[src/core/dtc_consts.svh]
/*
 * Register offsets, field positions, reset values and timing counts of the
 * dual timer/counter block.
 * Assumes it is included by its bare name after the package, once per file.
 */
`ifndef DTC_CONSTS_SVH
`define DTC_CONSTS_SVH

// ********************************************************************
// Register byte offsets on the APB slave
// ********************************************************************
`define DTC_OFF_CTRL 12'h000
`define DTC_OFF_MODE 12'h004
`define DTC_OFF_T0_LO 12'h008
`define DTC_OFF_T0_HI 12'h00c
`define DTC_OFF_T1_LO 12'h010
`define DTC_OFF_T1_HI 12'h014
`define DTC_OFF_IRQ_EN 12'h018

// ********************************************************************
// Field positions
// ********************************************************************
`define DTC_CTRL_TF1_BIT 7
`define DTC_CTRL_TR1_BIT 6
`define DTC_CTRL_TF0_BIT 5
`define DTC_CTRL_TR0_BIT 4
`define DTC_IRQ_EN_T0_BIT 0
`define DTC_IRQ_EN_T1_BIT 1

// ********************************************************************
// Reset values and timing counts
// ********************************************************************
`define DTC_RST_BYTE 8'h00
`define DTC_RST_IRQ_EN 2'h0
`define DTC_TICK_DIV 12

`endif

[src/core/dtc_pkg.sv]
/*
 * Types shared by the dual timer/counter files.
 * Assumes nothing beyond a SystemVerilog compiler.
 */
package dtc_pkg;

  // ********************************************************************
  // Mode field decode
  // ********************************************************************
  typedef enum logic [1:0] {
    DTC_MODE_13BIT,
    DTC_MODE_16BIT,
    DTC_MODE_AUTORELOAD,
    DTC_MODE_SPLIT
  } dtc_mode_t;

  typedef struct packed {
    logic gate1;
    logic ct1;
    dtc_mode_t mode1;
    logic gate0;
    logic ct0;
    dtc_mode_t mode0;
  } dtc_mode_cfg_t;

  // ********************************************************************
  // Carriers
  // ********************************************************************
  typedef struct packed {
    logic count1;
    logic count0;
    logic ext_interrupt_pin_one;
    logic ext_interrupt_pin_zero;
  } dtc_pins_t;

  typedef struct packed {
    logic psel;
    logic penable;
    logic pwrite;
    logic [11:0] paddr;
    logic [31:0] pwdata;
  } dtc_apb_req_t;

  typedef struct packed {
    logic ovf;
    logic [7:0] hi;
    logic [7:0] lo;
  } dtc_count_t;

  // ********************************************************************
  // Module state
  // ********************************************************************
  typedef struct packed {
    dtc_pins_t sync1;
    dtc_pins_t sync2;
    logic [1:0] count_prev;
    logic [3:0] div_cnt;
    logic tick;
  } dtc_in_state_t;

  typedef struct packed {
    logic [7:0] tl0;
    logic [7:0] th0;
    logic [7:0] tl1;
    logic [7:0] th1;
    logic tf0;
    logic tr0;
    logic tf1;
    logic tr1;
    dtc_mode_cfg_t cfg;
    logic [1:0] irq_en;
    logic [31:0] prdata;
    logic t1_ovf_pulse;
  } dtc_state_t;

endpackage : dtc_pkg

[src/core/dtc_top.sv]
/*
 * Dual timer/counter with four modes and run/overflow control, reached
 * over an APB slave with zero wait states.
 * Assumes the CPU pulses a vector acknowledge for one pclk cycle when it
 * enters a timer service routine, and that all pins are asynchronous.
 */
// Register access over APB and the register addresses are this design's own decisions.
`timescale 1ns/1ps

`include "dtc_consts.svh"

module dtc_top
(
  input wire logic pclk,
  input wire logic presetn,
  input wire dtc_pkg::dtc_apb_req_t apb_req,
  output logic [31:0] prdata,
  output logic pready,
  output logic pslverr,
  input wire dtc_pkg::dtc_pins_t pins,
  input wire logic vector_ack_t0,
  input wire logic vector_ack_t1,
  output logic timer_zero_irq,
  output logic timer_one_irq,
  output logic timer_one_overflow_pulse
);
  import dtc_pkg::*;

  dtc_state_t s_r;
  dtc_state_t s_nxt;
  dtc_pins_t pins_sync;
  logic [1:0] count_fall;
  logic tick;
  logic addr_hit;
  logic [31:0] read_word;
  logic wr_en;
  logic rd_setup;
  logic evt0;
  logic evt1;
  logic t0_inc;
  logic th0_inc;
  logic t1_inc;
  logic t1_stolen;
  logic t1_held;
  logic set_tf0;
  logic set_tf1;
  dtc_count_t step0;
  dtc_count_t step1;

  // ********************************************************************
  // Pin synchronisation and tick
  // ********************************************************************
  dtc_inputs #(
    .TICK_DIV(`DTC_TICK_DIV)
  ) u_inputs (
    .pclk(pclk),
    .presetn(presetn),
    .pins_raw(pins),
    .pins_sync(pins_sync),
    .count_fall(count_fall),
    .tick(tick)
  );

  // ********************************************************************
  // One count step for a timer in a given mode
  // ********************************************************************
  function automatic dtc_count_t dtc_step(
    input dtc_mode_t mode,
    input logic [7:0] lo,
    input logic [7:0] hi
  );
    dtc_count_t r;
    r.ovf = 1'b0;
    r.hi = hi;
    r.lo = lo;
    case (mode)
      DTC_MODE_13BIT:
      begin
        // Bits 7..5 of the low byte are left as they stand.
        {r.hi, r.lo[4:0]} = {hi, lo[4:0]} + 13'h0001;
        r.ovf = &{hi, lo[4:0]};
      end
      DTC_MODE_16BIT:
      begin
        {r.hi, r.lo} = {hi, lo} + 16'h0001;
        r.ovf = &{hi, lo};
      end
      DTC_MODE_AUTORELOAD:
      begin
        r.lo = (&lo) ? hi : lo + 8'h01;
        r.ovf = &lo;
      end
      DTC_MODE_SPLIT:
      begin
        r.lo = lo + 8'h01;
        r.ovf = &lo;
      end
      default:
      begin
        r.ovf = 1'b0;
      end
    endcase
    return r;
  endfunction : dtc_step

  // ********************************************************************
  // APB decode
  // ********************************************************************
  assign wr_en = apb_req.psel & apb_req.penable & apb_req.pwrite;
  assign rd_setup = apb_req.psel & ~apb_req.penable & ~apb_req.pwrite;

  always_comb
  begin
    addr_hit = 1'b1;
    read_word = 32'h0000_0000;
    case (apb_req.paddr)
      `DTC_OFF_CTRL:
      begin
        read_word[`DTC_CTRL_TF1_BIT] = s_r.tf1;
        read_word[`DTC_CTRL_TR1_BIT] = s_r.tr1;
        read_word[`DTC_CTRL_TF0_BIT] = s_r.tf0;
        read_word[`DTC_CTRL_TR0_BIT] = s_r.tr0;
      end
      `DTC_OFF_MODE:
      begin
        read_word[7:0] = s_r.cfg;
      end
      `DTC_OFF_T0_LO:
      begin
        read_word[7:0] = s_r.tl0;
      end
      `DTC_OFF_T0_HI:
      begin
        read_word[7:0] = s_r.th0;
      end
      `DTC_OFF_T1_LO:
      begin
        read_word[7:0] = s_r.tl1;
      end
      `DTC_OFF_T1_HI:
      begin
        read_word[7:0] = s_r.th1;
      end
      `DTC_OFF_IRQ_EN:
      begin
        read_word[1:0] = s_r.irq_en;
      end
      default:
      begin
        addr_hit = 1'b0;
      end
    endcase
  end

  // ********************************************************************
  // Count enables
  // ********************************************************************
  always_comb
  begin
    evt0 = s_r.cfg.ct0 ? count_fall[0] : tick;
    evt1 = s_r.cfg.ct1 ? count_fall[1] : tick;
    t0_inc = s_r.tr0 & evt0 &
      (~s_r.cfg.gate0 | pins_sync.ext_interrupt_pin_zero);
    t1_stolen = (s_r.cfg.mode0 == DTC_MODE_SPLIT);
    t1_held = (s_r.cfg.mode1 == DTC_MODE_SPLIT);
    th0_inc = t1_stolen & s_r.tr1 & tick;
    if (t1_held)
    begin
      t1_inc = 1'b0;
    end
    else if (t1_stolen)
    begin
      t1_inc = tick;
    end
    else
    begin
      t1_inc = s_r.tr1 & evt1 &
        (~s_r.cfg.gate1 | pins_sync.ext_interrupt_pin_one);
    end
    step0 = dtc_step(s_r.cfg.mode0, s_r.tl0, s_r.th0);
    step1 = dtc_step(s_r.cfg.mode1, s_r.tl1, s_r.th1);
  end

  // ********************************************************************
  // Next state
  // ********************************************************************
  // Software writes to a count byte win over a count in the same cycle,
  // while a flag set by hardware always wins over any clear.
  always_comb
  begin
    s_nxt = s_r;
    set_tf0 = 1'b0;
    set_tf1 = 1'b0;
    s_nxt.t1_ovf_pulse = 1'b0;
    if (t0_inc)
    begin
      s_nxt.tl0 = step0.lo;
      s_nxt.th0 = step0.hi;
      set_tf0 = step0.ovf;
    end
    if (th0_inc)
    begin
      s_nxt.th0 = s_r.th0 + 8'h01;
      set_tf1 = &s_r.th0;
    end
    if (t1_inc)
    begin
      s_nxt.tl1 = step1.lo;
      s_nxt.th1 = step1.hi;
      // Overflows still pulse out for a baud generator when not flagged.
      s_nxt.t1_ovf_pulse = step1.ovf;
      if (!t1_stolen)
      begin
        set_tf1 = step1.ovf;
      end
    end
    if (wr_en)
    begin
      case (apb_req.paddr)
        `DTC_OFF_CTRL:
        begin
          s_nxt.tf1 = apb_req.pwdata[`DTC_CTRL_TF1_BIT];
          s_nxt.tr1 = apb_req.pwdata[`DTC_CTRL_TR1_BIT];
          s_nxt.tf0 = apb_req.pwdata[`DTC_CTRL_TF0_BIT];
          s_nxt.tr0 = apb_req.pwdata[`DTC_CTRL_TR0_BIT];
        end
        `DTC_OFF_MODE:
        begin
          s_nxt.cfg = dtc_mode_cfg_t'(apb_req.pwdata[7:0]);
        end
        `DTC_OFF_T0_LO:
        begin
          s_nxt.tl0 = apb_req.pwdata[7:0];
        end
        `DTC_OFF_T0_HI:
        begin
          s_nxt.th0 = apb_req.pwdata[7:0];
        end
        `DTC_OFF_T1_LO:
        begin
          s_nxt.tl1 = apb_req.pwdata[7:0];
        end
        `DTC_OFF_T1_HI:
        begin
          s_nxt.th1 = apb_req.pwdata[7:0];
        end
        `DTC_OFF_IRQ_EN:
        begin
          s_nxt.irq_en = apb_req.pwdata[1:0];
        end
        default:
        begin
          s_nxt.irq_en = s_r.irq_en;
        end
      endcase
    end
    if (vector_ack_t0)
    begin
      s_nxt.tf0 = 1'b0;
    end
    if (vector_ack_t1)
    begin
      s_nxt.tf1 = 1'b0;
    end
    s_nxt.tf0 = s_nxt.tf0 | set_tf0;
    s_nxt.tf1 = s_nxt.tf1 | set_tf1;
    if (rd_setup)
    begin
      // Captured in the setup cycle so the access phase sees a flop.
      s_nxt.prdata = read_word;
    end
  end

  // ********************************************************************
  // State register
  // ********************************************************************
  always_ff @(posedge pclk or negedge presetn)
  begin
    if (!presetn)
    begin
      s_r.tl0 <= `DTC_RST_BYTE;
      s_r.th0 <= `DTC_RST_BYTE;
      s_r.tl1 <= `DTC_RST_BYTE;
      s_r.th1 <= `DTC_RST_BYTE;
      s_r.tf0 <= 1'b0;
      s_r.tr0 <= 1'b0;
      s_r.tf1 <= 1'b0;
      s_r.tr1 <= 1'b0;
      s_r.cfg <= dtc_mode_cfg_t'(`DTC_RST_BYTE);
      s_r.irq_en <= `DTC_RST_IRQ_EN;
      s_r.prdata <= 32'h0000_0000;
      s_r.t1_ovf_pulse <= 1'b0;
    end
    else
    begin
      s_r <= s_nxt;
    end
  end

  // ********************************************************************
  // Outputs
  // ********************************************************************
  // The slave never stalls; an unmapped address answers with an error.
  assign pready = 1'b1;
  assign pslverr = apb_req.psel & apb_req.penable & ~addr_hit;
  assign prdata = s_r.prdata;
  assign timer_zero_irq = s_r.tf0 &
    s_r.irq_en[`DTC_IRQ_EN_T0_BIT];
  assign timer_one_irq = s_r.tf1 &
    s_r.irq_en[`DTC_IRQ_EN_T1_BIT];
  assign timer_one_overflow_pulse = s_r.t1_ovf_pulse;

endmodule : dtc_top

[src/core/dtc_inputs.sv]
/*
 * Pin synchroniser and divide-by-twelve tick for the dual timer/counter.
 * Assumes the count and gate pins are asynchronous to pclk and that pclk
 * is the oscillator clock the tick is derived from.
 */
`timescale 1ns/1ps

`include "dtc_consts.svh"

module dtc_inputs
#(
  parameter int unsigned TICK_DIV = `DTC_TICK_DIV
)
(
  input wire logic pclk,
  input wire logic presetn,
  input wire dtc_pkg::dtc_pins_t pins_raw,
  output dtc_pkg::dtc_pins_t pins_sync,
  output logic [1:0] count_fall,
  output logic tick
);
  import dtc_pkg::*;

  localparam logic [3:0] DIV_LAST = 4'(TICK_DIV - 1);

  dtc_in_state_t s_r;
  dtc_in_state_t s_nxt;

  // ********************************************************************
  // Next state
  // ********************************************************************
  always_comb
  begin
    s_nxt = s_r;
    s_nxt.sync1 = pins_raw;
    s_nxt.sync2 = s_r.sync1;
    s_nxt.count_prev = {s_r.sync2.count1, s_r.sync2.count0};
    s_nxt.tick = 1'b0;
    if (s_r.div_cnt == DIV_LAST)
    begin
      s_nxt.div_cnt = 4'h0;
      s_nxt.tick = 1'b1;
    end
    else
    begin
      s_nxt.div_cnt = s_r.div_cnt + 4'h1;
    end
  end

  always_ff @(posedge pclk or negedge presetn)
  begin
    if (!presetn)
    begin
      s_r <= '0;
    end
    else
    begin
      s_r <= s_nxt;
    end
  end

  // ********************************************************************
  // Outputs
  // ********************************************************************
  // The edge detector looks only at the second stage and the one behind
  // it, so a metastable first stage never reaches the counters.
  assign pins_sync = s_r.sync2;
  assign count_fall = s_r.count_prev &
    ~{s_r.sync2.count1, s_r.sync2.count0};
  assign tick = s_r.tick;

endmodule : dtc_inputs

[config.mk]
export PLATFORM = sky130hd
export DESIGN_NAME = dtc_top
export DESIGN_NICKNAME = d
export VERILOG_FILES = /design/src/core/dtc_pkg.sv /design/src/core/dtc_top.sv /design/src/core/dtc_inputs.sv
export VERILOG_INCLUDE_DIRS = /design/src /design/src/core
export SDC_FILE = /design/constraint.sdc
export NUM_CORES = 1
export LEC_CHECK = 0
export BUFFER_PORTS_ARGS = -buffer_cell sky130_fd_sc_hd__buf_4
export CAP_MARGIN = 25
export CORE_MARGIN = 4
export CORE_UTILIZATION = 30
export DETAILED_ROUTE_END_ITERATION = 6
export HOLD_SLACK_MARGIN = 0.02
export PLACE_DENSITY = 0.55
export SLEW_MARGIN = 20
export SYNTH_ARGS = -nofsm -noshare
export SYNTH_HDL_FRONTEND = slang
export SYNTH_SLANG_ARGS = --single-unit
[constraint.sdc]
create_clock -name pclk -period 2.1 [get_ports pclk]
set_input_delay 0.42 -clock pclk [delete_from_list [all_inputs] [get_ports pclk]]
set_output_delay 0.42 -clock pclk [all_outputs]
set_load 0.1 [all_outputs]
Word level (Yosys, flattened, before mapping):

Cells that the tools add are included.

* flip-flop bits (word level): 70
* latch bits: 0
* RAM bits: 0
* ROM bits: 0
* input bits: 55
* output and inout port bits: 37
* logic and storage cells: 127
* memories: 0

* add/sub/neg operators: 8
* multiply operators: 0
* divide/modulo/power cells: 0
* magnitude comparators: 0
* equality and inequality tests: 13
* shift operators: 0
* multiplexer cells: 38
* bitwise gates (word level): 24
* reductions and logical operators: 16

Operators with widths (count)
* 8-bit 2-to-1 mux: 8
* 46-bit 2-to-1 mux: 1
* 5-bit case mux with 4 select lines: 2
* 12-bit by 5-bit == test with 1-bit output, second input constant: 3
* 16-bit by 1-bit adder with 16-bit output, second input constant: 2
* 16-bit 2-to-1 mux: 2
* 8-bit case mux with 2 select lines: 2
* 16-bit AND reduction: 2
* 13-bit by 1-bit adder with 13-bit output, second input constant: 2
* 13-bit AND reduction: 2
* 8-bit by 1-bit adder with 8-bit output, second input constant: 3
* 12-bit by 4-bit == test with 1-bit output, second input constant: 2
* 4-bit case mux with 6 select lines: 1
* 8-bit AND reduction: 3
* 3-bit case mux with 3 select lines: 2
* 1-bit bitwise AND: 13
* 1-bit 2-to-1 mux: 13
* 12-bit by 3-bit == test with 1-bit output, second input constant: 1
* 12-bit logical NOT: 1
* 2-bit case mux with 6 select lines: 1
* 2-bit case mux with 5 select lines: 1
* 2-bit == test, second input constant: 4
* 4-bit 2-to-1 mux: 2
* 7-bit OR reduction: 1
* 12 further kinds: 25

Depth between registers and ports, before layout:

Gate-level depths: netlist of the first run.

* depth in word-level cells: 12
* depth in mapped cells: 7
* gate-level depth less buffers: 7

Cells and area by module:

From an unflattened synthesis of the first run, not the netlist that was laid out.

* cell total of the unflattened synthesis: 486
* area total of the unflattened synthesis: 4534.3 sq um

Modules (own cells, without submodules)
* dtc_top: times used 1, cells an instance 455, area each 4042.6 sq um, seq. area each 1376.3 sq um
* dtc_inputs: times used 1, cells an instance 31, area each 491.7 sq um, seq. area each 375.4 sq um

Worst setup path before layout of the first run:

No wires, ideal clock.

* path type: in2out
* start: in apb_req[34] (netlist name)
* end: out pslverr
* data arrival time: 2.722 ns
* required time: 1.680 ns
* path slack: -1.042 ns
* stages on the path: 3
* cell sequence: buf_2 > nor4_1 > nor3_1

* cells in the longest elaborated chain, start to end: 5
* elaborated cells on any way between the ends: 11
* classes of those cells: 6 x eq/ne; 1 x mux; 2 x bitwise; 2 x reduce/logical

RTL lines
* start: declaration: RTL line dtc_top.sv:16 `input wire dtc_pkg::dtc_apb_req_t apb_req,`
* 12-bit by 5-bit == test with 1-bit output, or another cell as far along: RTL line dtc_top.sv:116 `case (apb_req.paddr)`
* 7-bit OR reduction (no source line) (*)
* 1-bit 2-to-1 mux (*): RTL line dtc_top.sv:116
* 1-bit NOT (*): RTL line dtc_top.sv:305 `assign pslverr = apb_req.psel & apb_req.penable & ~addr_hit;`
* 1-bit bitwise AND (*): RTL line dtc_top.sv:305
* end: declaration: RTL line dtc_top.sv:19 `output logic pslverr,`

Mark *: on every way between the ends. The rest lies on a longest branch, timed or not.

Worst setup path in the final report of the first run:

* start: in apb_req[39] (netlist name)
* end: out pslverr

The elaborated chain is that of the path after synthesis.

==> metrics, run 1 <==
CTS sink count=70; Slew Limit Fails=0; final hold vios=0; crit path time final=2120 ps; unrepaired setup endpoints after global routing=true; PortBufs=42; Clock transition at path regs=60 ps; slew at the pin closest to its max-slew limit=520 ps; post-layout util=0.390; clock skew=6.97 ps; gpl congestion=0.923; Die Footprint=17,300 um2; worst reg2reg setup slack=120 ps; adder-cell share of the synthesized area=0.0164; First DRT Iteration DRCs=363; CP endpoint=pslverr; drt drc=0; layout cell share with drive strength beyond 1=0.270; storage element area=1750 um2; crit path DAT=1700 ps; post-synth top area cell=dfrtp_1; grt total ovfl=0; setup ws final=-24.4 ps; Post-Synth Simple-Gate Area=0.222; static leakage=0.00239 uW; Core ar.=14,800 um2; main combinational cell family by area after synthesis=simple AND/OR/NAND/NOR gates; Worst Hold Class=input pin to flip-flop; vias in the first global route=4,146; Worst path slowest cell=or4_4; initial core utilization=0.311; Peak VDD IR=0.377 mV; flops & latches, synth=70; Distinct cells, synth=66; Worst R2R Path Depth=5; nets=649; # rows=44; Final Cycle Share=1.01; initial antenna violation count=0; Post-Route WL=14,800 um; maximum capacitance violations=0; first-pass GRT wire length=23,500 um; most frequent CP cell=buf_4; dpl ws=-176 ps; DR pass1 iterations=5; number of synthesized flops with an enable pin=0; Ports=92; Clock Tree Root=clkbuf_16; Startpoint Class=input pin; Data required, critical path=1680 ps; Ys Warns=0; sequential cell area fraction in the yosys report=0.382; die height=132 um; # H-tree levels=3; Worst R2R Start=u_inputs.tick; Synth async-reset ratio=1.00; top cells by area, synth=dfrtp_1, buf_4, mux2i_1; clk buf depth=2; mux cell area share after synthesis=0.0952; Layout fillers=1,479; area grow syn2layout=25.5%; post-synthesis compound-gate area fraction=0.187; Rel. slew slack=0.653; crit path from=apb_req[39]; Via Count=4,223; xor and xnor area share after synthesis=0.00954; Main synth FF type=dfrtp_1; Max Fanout on Critical Path=4; Total GRT Usage=0.172; WL/cell=19.1 um; hpwl dp=11,100 um; max frequency=471 MHz; Post-DRT Antenna Nets=0; crit-path cells=buf_4 -> or4_4 -> nor4_2 -> buf_4 -> nor3_4 -> buf_12; slowest stage delay, CP=580 ps; largest net degree at the start of global routing=49; top-area cell type share of the netlist area=0.382; Num CTS Buffers=9; RR Endpoint=s_r[69]; clock latency on the worst-skew pair=340 ps; Cell Area, Synth=4590 um2; power per cell area=627 nW/um2; Die Width=132 um; # diodes=0; Multi-input gate area=2590 um2; failing checks=negative setup slack; Gate Count Post-Synth=500; Setup Crit Path Kind=input pin to output pin; status=finished, violations left; Final setup viols=1; Mapped Avg Cell Area=9.18 um2; Worst Setup End Kind=output pin; CTS tree=built; DR vias/cell=5.44
## power by group
| group | leakage (uW) | switching (uW) | internal, uW |
|---|---|---|---|
| Clock | 0.000148 | 606 | 947 |
| Combinational | 0.00143 | 511 | 136 |
| Sequential | 0.000812 | 24.3 | 1390 |
## worst max-delay path: cells and delay by family
| family | cells | cell delay [ps] |
|---|---|---|
| buf+inv | 3 | 430 |
| simple gates | 3 | 850 |
## cells in the mapped netlist (all sizes together), types with 3 or more instances
cell	number
xnor2	4
a21oi	27
o22ai	3
nor2	43
a31oi	17
mux2i	23
and4	6
o211ai	5
o2bb2ai	4
and3	11
nor2b	5
mux2	16
nor4	6
a21o	3
inv	17
or2	3
nand2	35
nand4	10
nor4b	4
o221ai	3
dfrtp	70
nor3	12
or3	8
o21ai	22
o31ai	11
clkbuf	13
ha	6
a222oi	5
or4	9
and2	5
a22oi	5
nand3	18
buf	39
## worst min-delay path by stage
| stage | start | to | slack [ps] | depth (start not counted) |
|---|---|---|---|---|
| final | pins[0] | u_inputs.s_nxt[7] | 180 | 1 |
| after global routing | pins[3] | u_inputs.s_nxt[10] | 170 | 1 |
| after CTS | pins[0] | u_inputs.s_nxt[7] | 170 | 1 |
| after detailed placement | u_inputs.s_nxt[9] | u_inputs.pins_sync[2] | 330 | 0 |
| after global placement | u_inputs.s_nxt[9] | u_inputs.pins_sync[2] | 330 | 0 |
| after floorplan | presetn | prdata[0] | 120 | 0 |
## per-stage QoR
stage	setup TNS [ps]	cell area, um2	power (uW)	hold WS, ps	instances
after floorplan	0	4700	1940	124	523
after global placement	-1320	5390	2070	333	759
after detailed placement	-1470	5390	2080	335	759
after CTS	-34.6	5730	3650	172	777
after global routing	-85.6	5760	3740	175	777
final	-24.4	5760	3610	181	777
## sequential cells by signal (all words and copies together), names as in the netlist
signal                    flops
prdata                        8
s_r                          46
timer_one_overflow_pulse      1
u_inputs.pins_sync            4
u_inputs.s_nxt                4
u_inputs.s_r                  6
u_inputs.tick                 1
## logic make-up after synthesis
logic type / Yosys count
DFF: 70
adders and majority gates: 6
other: 2
muxes: 39
buffers and inverters: 69
xor gates and xnor gates: 5
AOI/OAI and AO/OA: 125
and+or+nand+nor: 184
## metal layers
layer  vias up  track usage  routed length, um
met3        28       0.0485               1310
met5         -            0                  0
li1       1988            -                  -
met1      2014        0.231               6450
met2       193        0.260               6650
met4         0       0.0694                393
## placed cells by master, fill, tap and decap left out, drive strengths merged, types with 17 or more instances in the layout
cell   instances
inv           17
a21oi         27
a31oi         17
nor2          43
buf          105
nand2         35
conb          25
nand3         18
o21ai         22
mux2i         23
dfrtp         70
## layout make-up
type,count,share of cell area
tap,184,0.0400
clock buffer,10,0.0415
timing repair buffer,106,0.143
clock inverter,6,0.0106
inverter,17,0.0111
sequential,70,0.304
multi-input combinational,384,0.450
## timing repair
action / 4_1_cts / 5_1_grt
pin swaps: 0 / 1
gates resized for setup: 4 / 8
hold endpoints to repair: 22 / 0
buffers inserted: 1 / 0
hold buffers: 1 / 0
endpoints found under the setup margin: 1 / 13
Power figures use the tool's default switching activity.
==> run 2: changes to the inputs <==
--- a/config.mk
+++ b/config.mk
@@ -9,10 +9,10 @@
 export BUFFER_PORTS_ARGS = -buffer_cell sky130_fd_sc_hd__buf_4
 export CAP_MARGIN = 25
 export CORE_MARGIN = 4
-export CORE_UTILIZATION = 30
+export CORE_UTILIZATION = 43
 export DETAILED_ROUTE_END_ITERATION = 6
 export HOLD_SLACK_MARGIN = 0.02
-export PLACE_DENSITY = 0.55
+export PLACE_DENSITY = 0.72
 export SLEW_MARGIN = 20
 export SYNTH_ARGS = -nofsm -noshare
 export SYNTH_HDL_FRONTEND = slang
==> metrics, run 2 (synthesis results as in run 1) <==
status=finished clean; static leakage=0.00240 uW (+0.33%); Worst Hold Class=input pin to flip-flop; Setup Crit Path Kind=input pin to output pin; Sw Share=0.321 (+0.00519); WL/cell=19.2 um (+0.51%); hpwl dp=10,600 um (-4.6%); Bufs and invs on worst path=3 (unchanged); crit-path cells=buf_4 -> or4bb_1 -> nor4_2 -> buf_4 -> nor3_4 -> buf_12; DR vias/cell=5.95 (+9.5%); Final Cycle Share=0.984 (-0.0272); final hold vios=0 (unchanged); Via Count=4,367 (+3.4%); PortBufs=42 (unchanged); first-pass GRT wire length=22,700 um (-3.6%); cell family with most CP delay=simple AND/OR/NAND/NOR gates; clock skew=7.51 ps (+0.537 ps); die height=111 um (-15%); gpl congestion=0.936 (+1.5%); combinational power share=0.191 (+0.012); max frequency=484 MHz (+2.8%); Clock transition at path regs=80 ps (+20 ps); largest net degree at the start of global routing=52 (+6.1%); maximum capacitance violations=0 (unchanged); switching pwr=1100 uW (-3.9%); commonest non-fill, non-tap cell in the layout=buf_4; Max Fanout on Critical Path=4 (unchanged); Die Width=111 um (-15%); met3 Use GR=0.0513 (+0.00276); vias in the first global route=4,271 (+3.0%); commonest non-fill, non-tap cells in the layout=buf_4, dfrtp_1, nor2_1, nand2_1, a21oi_1; Largest regs=s_r: 46 flops, prdata: 8 flops, u_inputs.s_r: 6 flops; clock network power share=0.396 (-0.034); Post-DRT Antenna Nets=0 (unchanged); # diodes=0 (unchanged); Internal=2320 uW (-6.1%); First DRT Iteration DRCs=440 (+21%); met1 GRT Util=0.309 (+0.0773); Layout fillers=951 (-36%); Startpoint Class=input pin; clock latency on the worst-skew pair=360 ps (+20 ps); # rows=37 (-16%); Ports=92 (unchanged); # H-tree levels=3 (unchanged); Worst Setup End Kind=output pin; Num CTS Buffers=9 (unchanged); post-layout util=0.550 (+0.160); crit path DAT=1650 ps (-50 ps); Core ar.=10,400 um2 (-30%); M2 GR Usage=0.345 (+0.0848); CTS tree=built; Die Footprint=12,400 um2 (-29%); Slew Limit Fails=0 (unchanged); nets=654 (+0.77%); Biggest register=s_r; most frequent CP cell=buf_4; drt drc=0 (unchanged); grt total ovfl=0 (unchanged); Setup TNS Final=0 ps (+24.4 ps); Total GRT Usage=0.229 (+0.0576); crit path time final=2070 ps (-57.0 ps); Post-Route WL=14,100 um (-5.1%); total power=3420 uW (-5.4%); area grow syn2layout=24.3%; layout cell share with drive strength beyond 1=0.273 (+0.00276); initial core utilization=0.442 (+0.131); slowest stage delay, CP=510 ps (-70 ps); initial antenna violation count=0 (unchanged); dpl ws=-173 ps (+2.27 ps); Final setup viols=0 (-1); sequential power share=0.413 (+0.022); Peak VDD IR=0.377 mV (-0.12%); Clock Tree Root=clkbuf_8; power per cell area=599 nW/um2 (-4.5%); setup ws final=32.6 ps (+57.0 ps); grt peak-use layer=met2; Data required, critical path=1680 ps (about the same); max reg flops=46 (unchanged); Worst path slowest cell=or4bb_1; clk buf depth=2 (unchanged); CTS sink count=70 (unchanged); DR pass1 iterations=6 (+1)
run 2: power by group through the flow:
| stage | logic (uW) | clock network, uW | registers [uW] |
|---|---|---|---|
| 2_1_floorplan | 509 | 0 | 1430 |
| 3_3_place_gp | 629 | 0 | 1430 |
| 3_5_place_dp | 637 | 0 | 1440 |
| 4_1_cts | 645 | 1380 | 1410 |
| 5_1_grt | 681 | 1440 | 1410 |
| 6_report | 652 | 1350 | 1410 |
run 2: final cells by class:
type,instances,area [um2],share of cell area
Clock buffer,9,124,0.0217
Clock inverter,7,123,0.0215
Inverter,17,63.8,0.0112
Multi-Input combinational cell,384,2590,0.453
Sequential cell,70,1750,0.307
Tap cell,136,170,0.0298
Timing Repair Buffer,111,885,0.155
run 2: what timing repair did:
| item | CTS | global route |
|---|---|---|
| hold buffers | 1 | 0 |
| gates resized for setup | 6 | 6 |
| pin swaps | 2 | 6 |
| setup buffers | 2 | 4 |
| setup endpoints to repair | 1 | 5 |
| endpoints found under the hold margin | 19 | 0 |
run 2: metrics by stage:
step / std cells / cell area (um2) / hold WS [ps]
floorplan: 523 / 4700 / 124
global placement: 712 / 5350 / 328
detailed placement: 712 / 5350 / 331
CTS: 731 / 5650 / 145
global route: 734 / 5700 / 142
finish: 734 / 5700 / 159
run 2: metal layers:
| layer | vias to the layer above | wire [um] |
|---|---|---|
| met3 | 42 | 1380 |
| li1 | 2010 | - |
| met1 | 2071 | 5880 |
| met5 | - | 0 |
| met2 | 244 | 6270 |
| met4 | 0 | 536 |
run 2: final timing paths:
check | startpoint | end | slack (ps) | cells past startpoint
worst max-delay path | apb_req[33] | pslverr | 30 | 6
worst min register to register | u_inputs.s_nxt[9] | u_inputs.pins_sync[2] | 350 | 0
worst max register to register | s_r[71] | s_r[69] | 80 | 6
worst min-delay path | pins[3] | u_inputs.s_nxt[10] | 160 | 1
min in group asynchronous | presetn | s_r[51] | 480 | 2
max in group asynchronous | presetn | s_r[63] | 1040 | 3
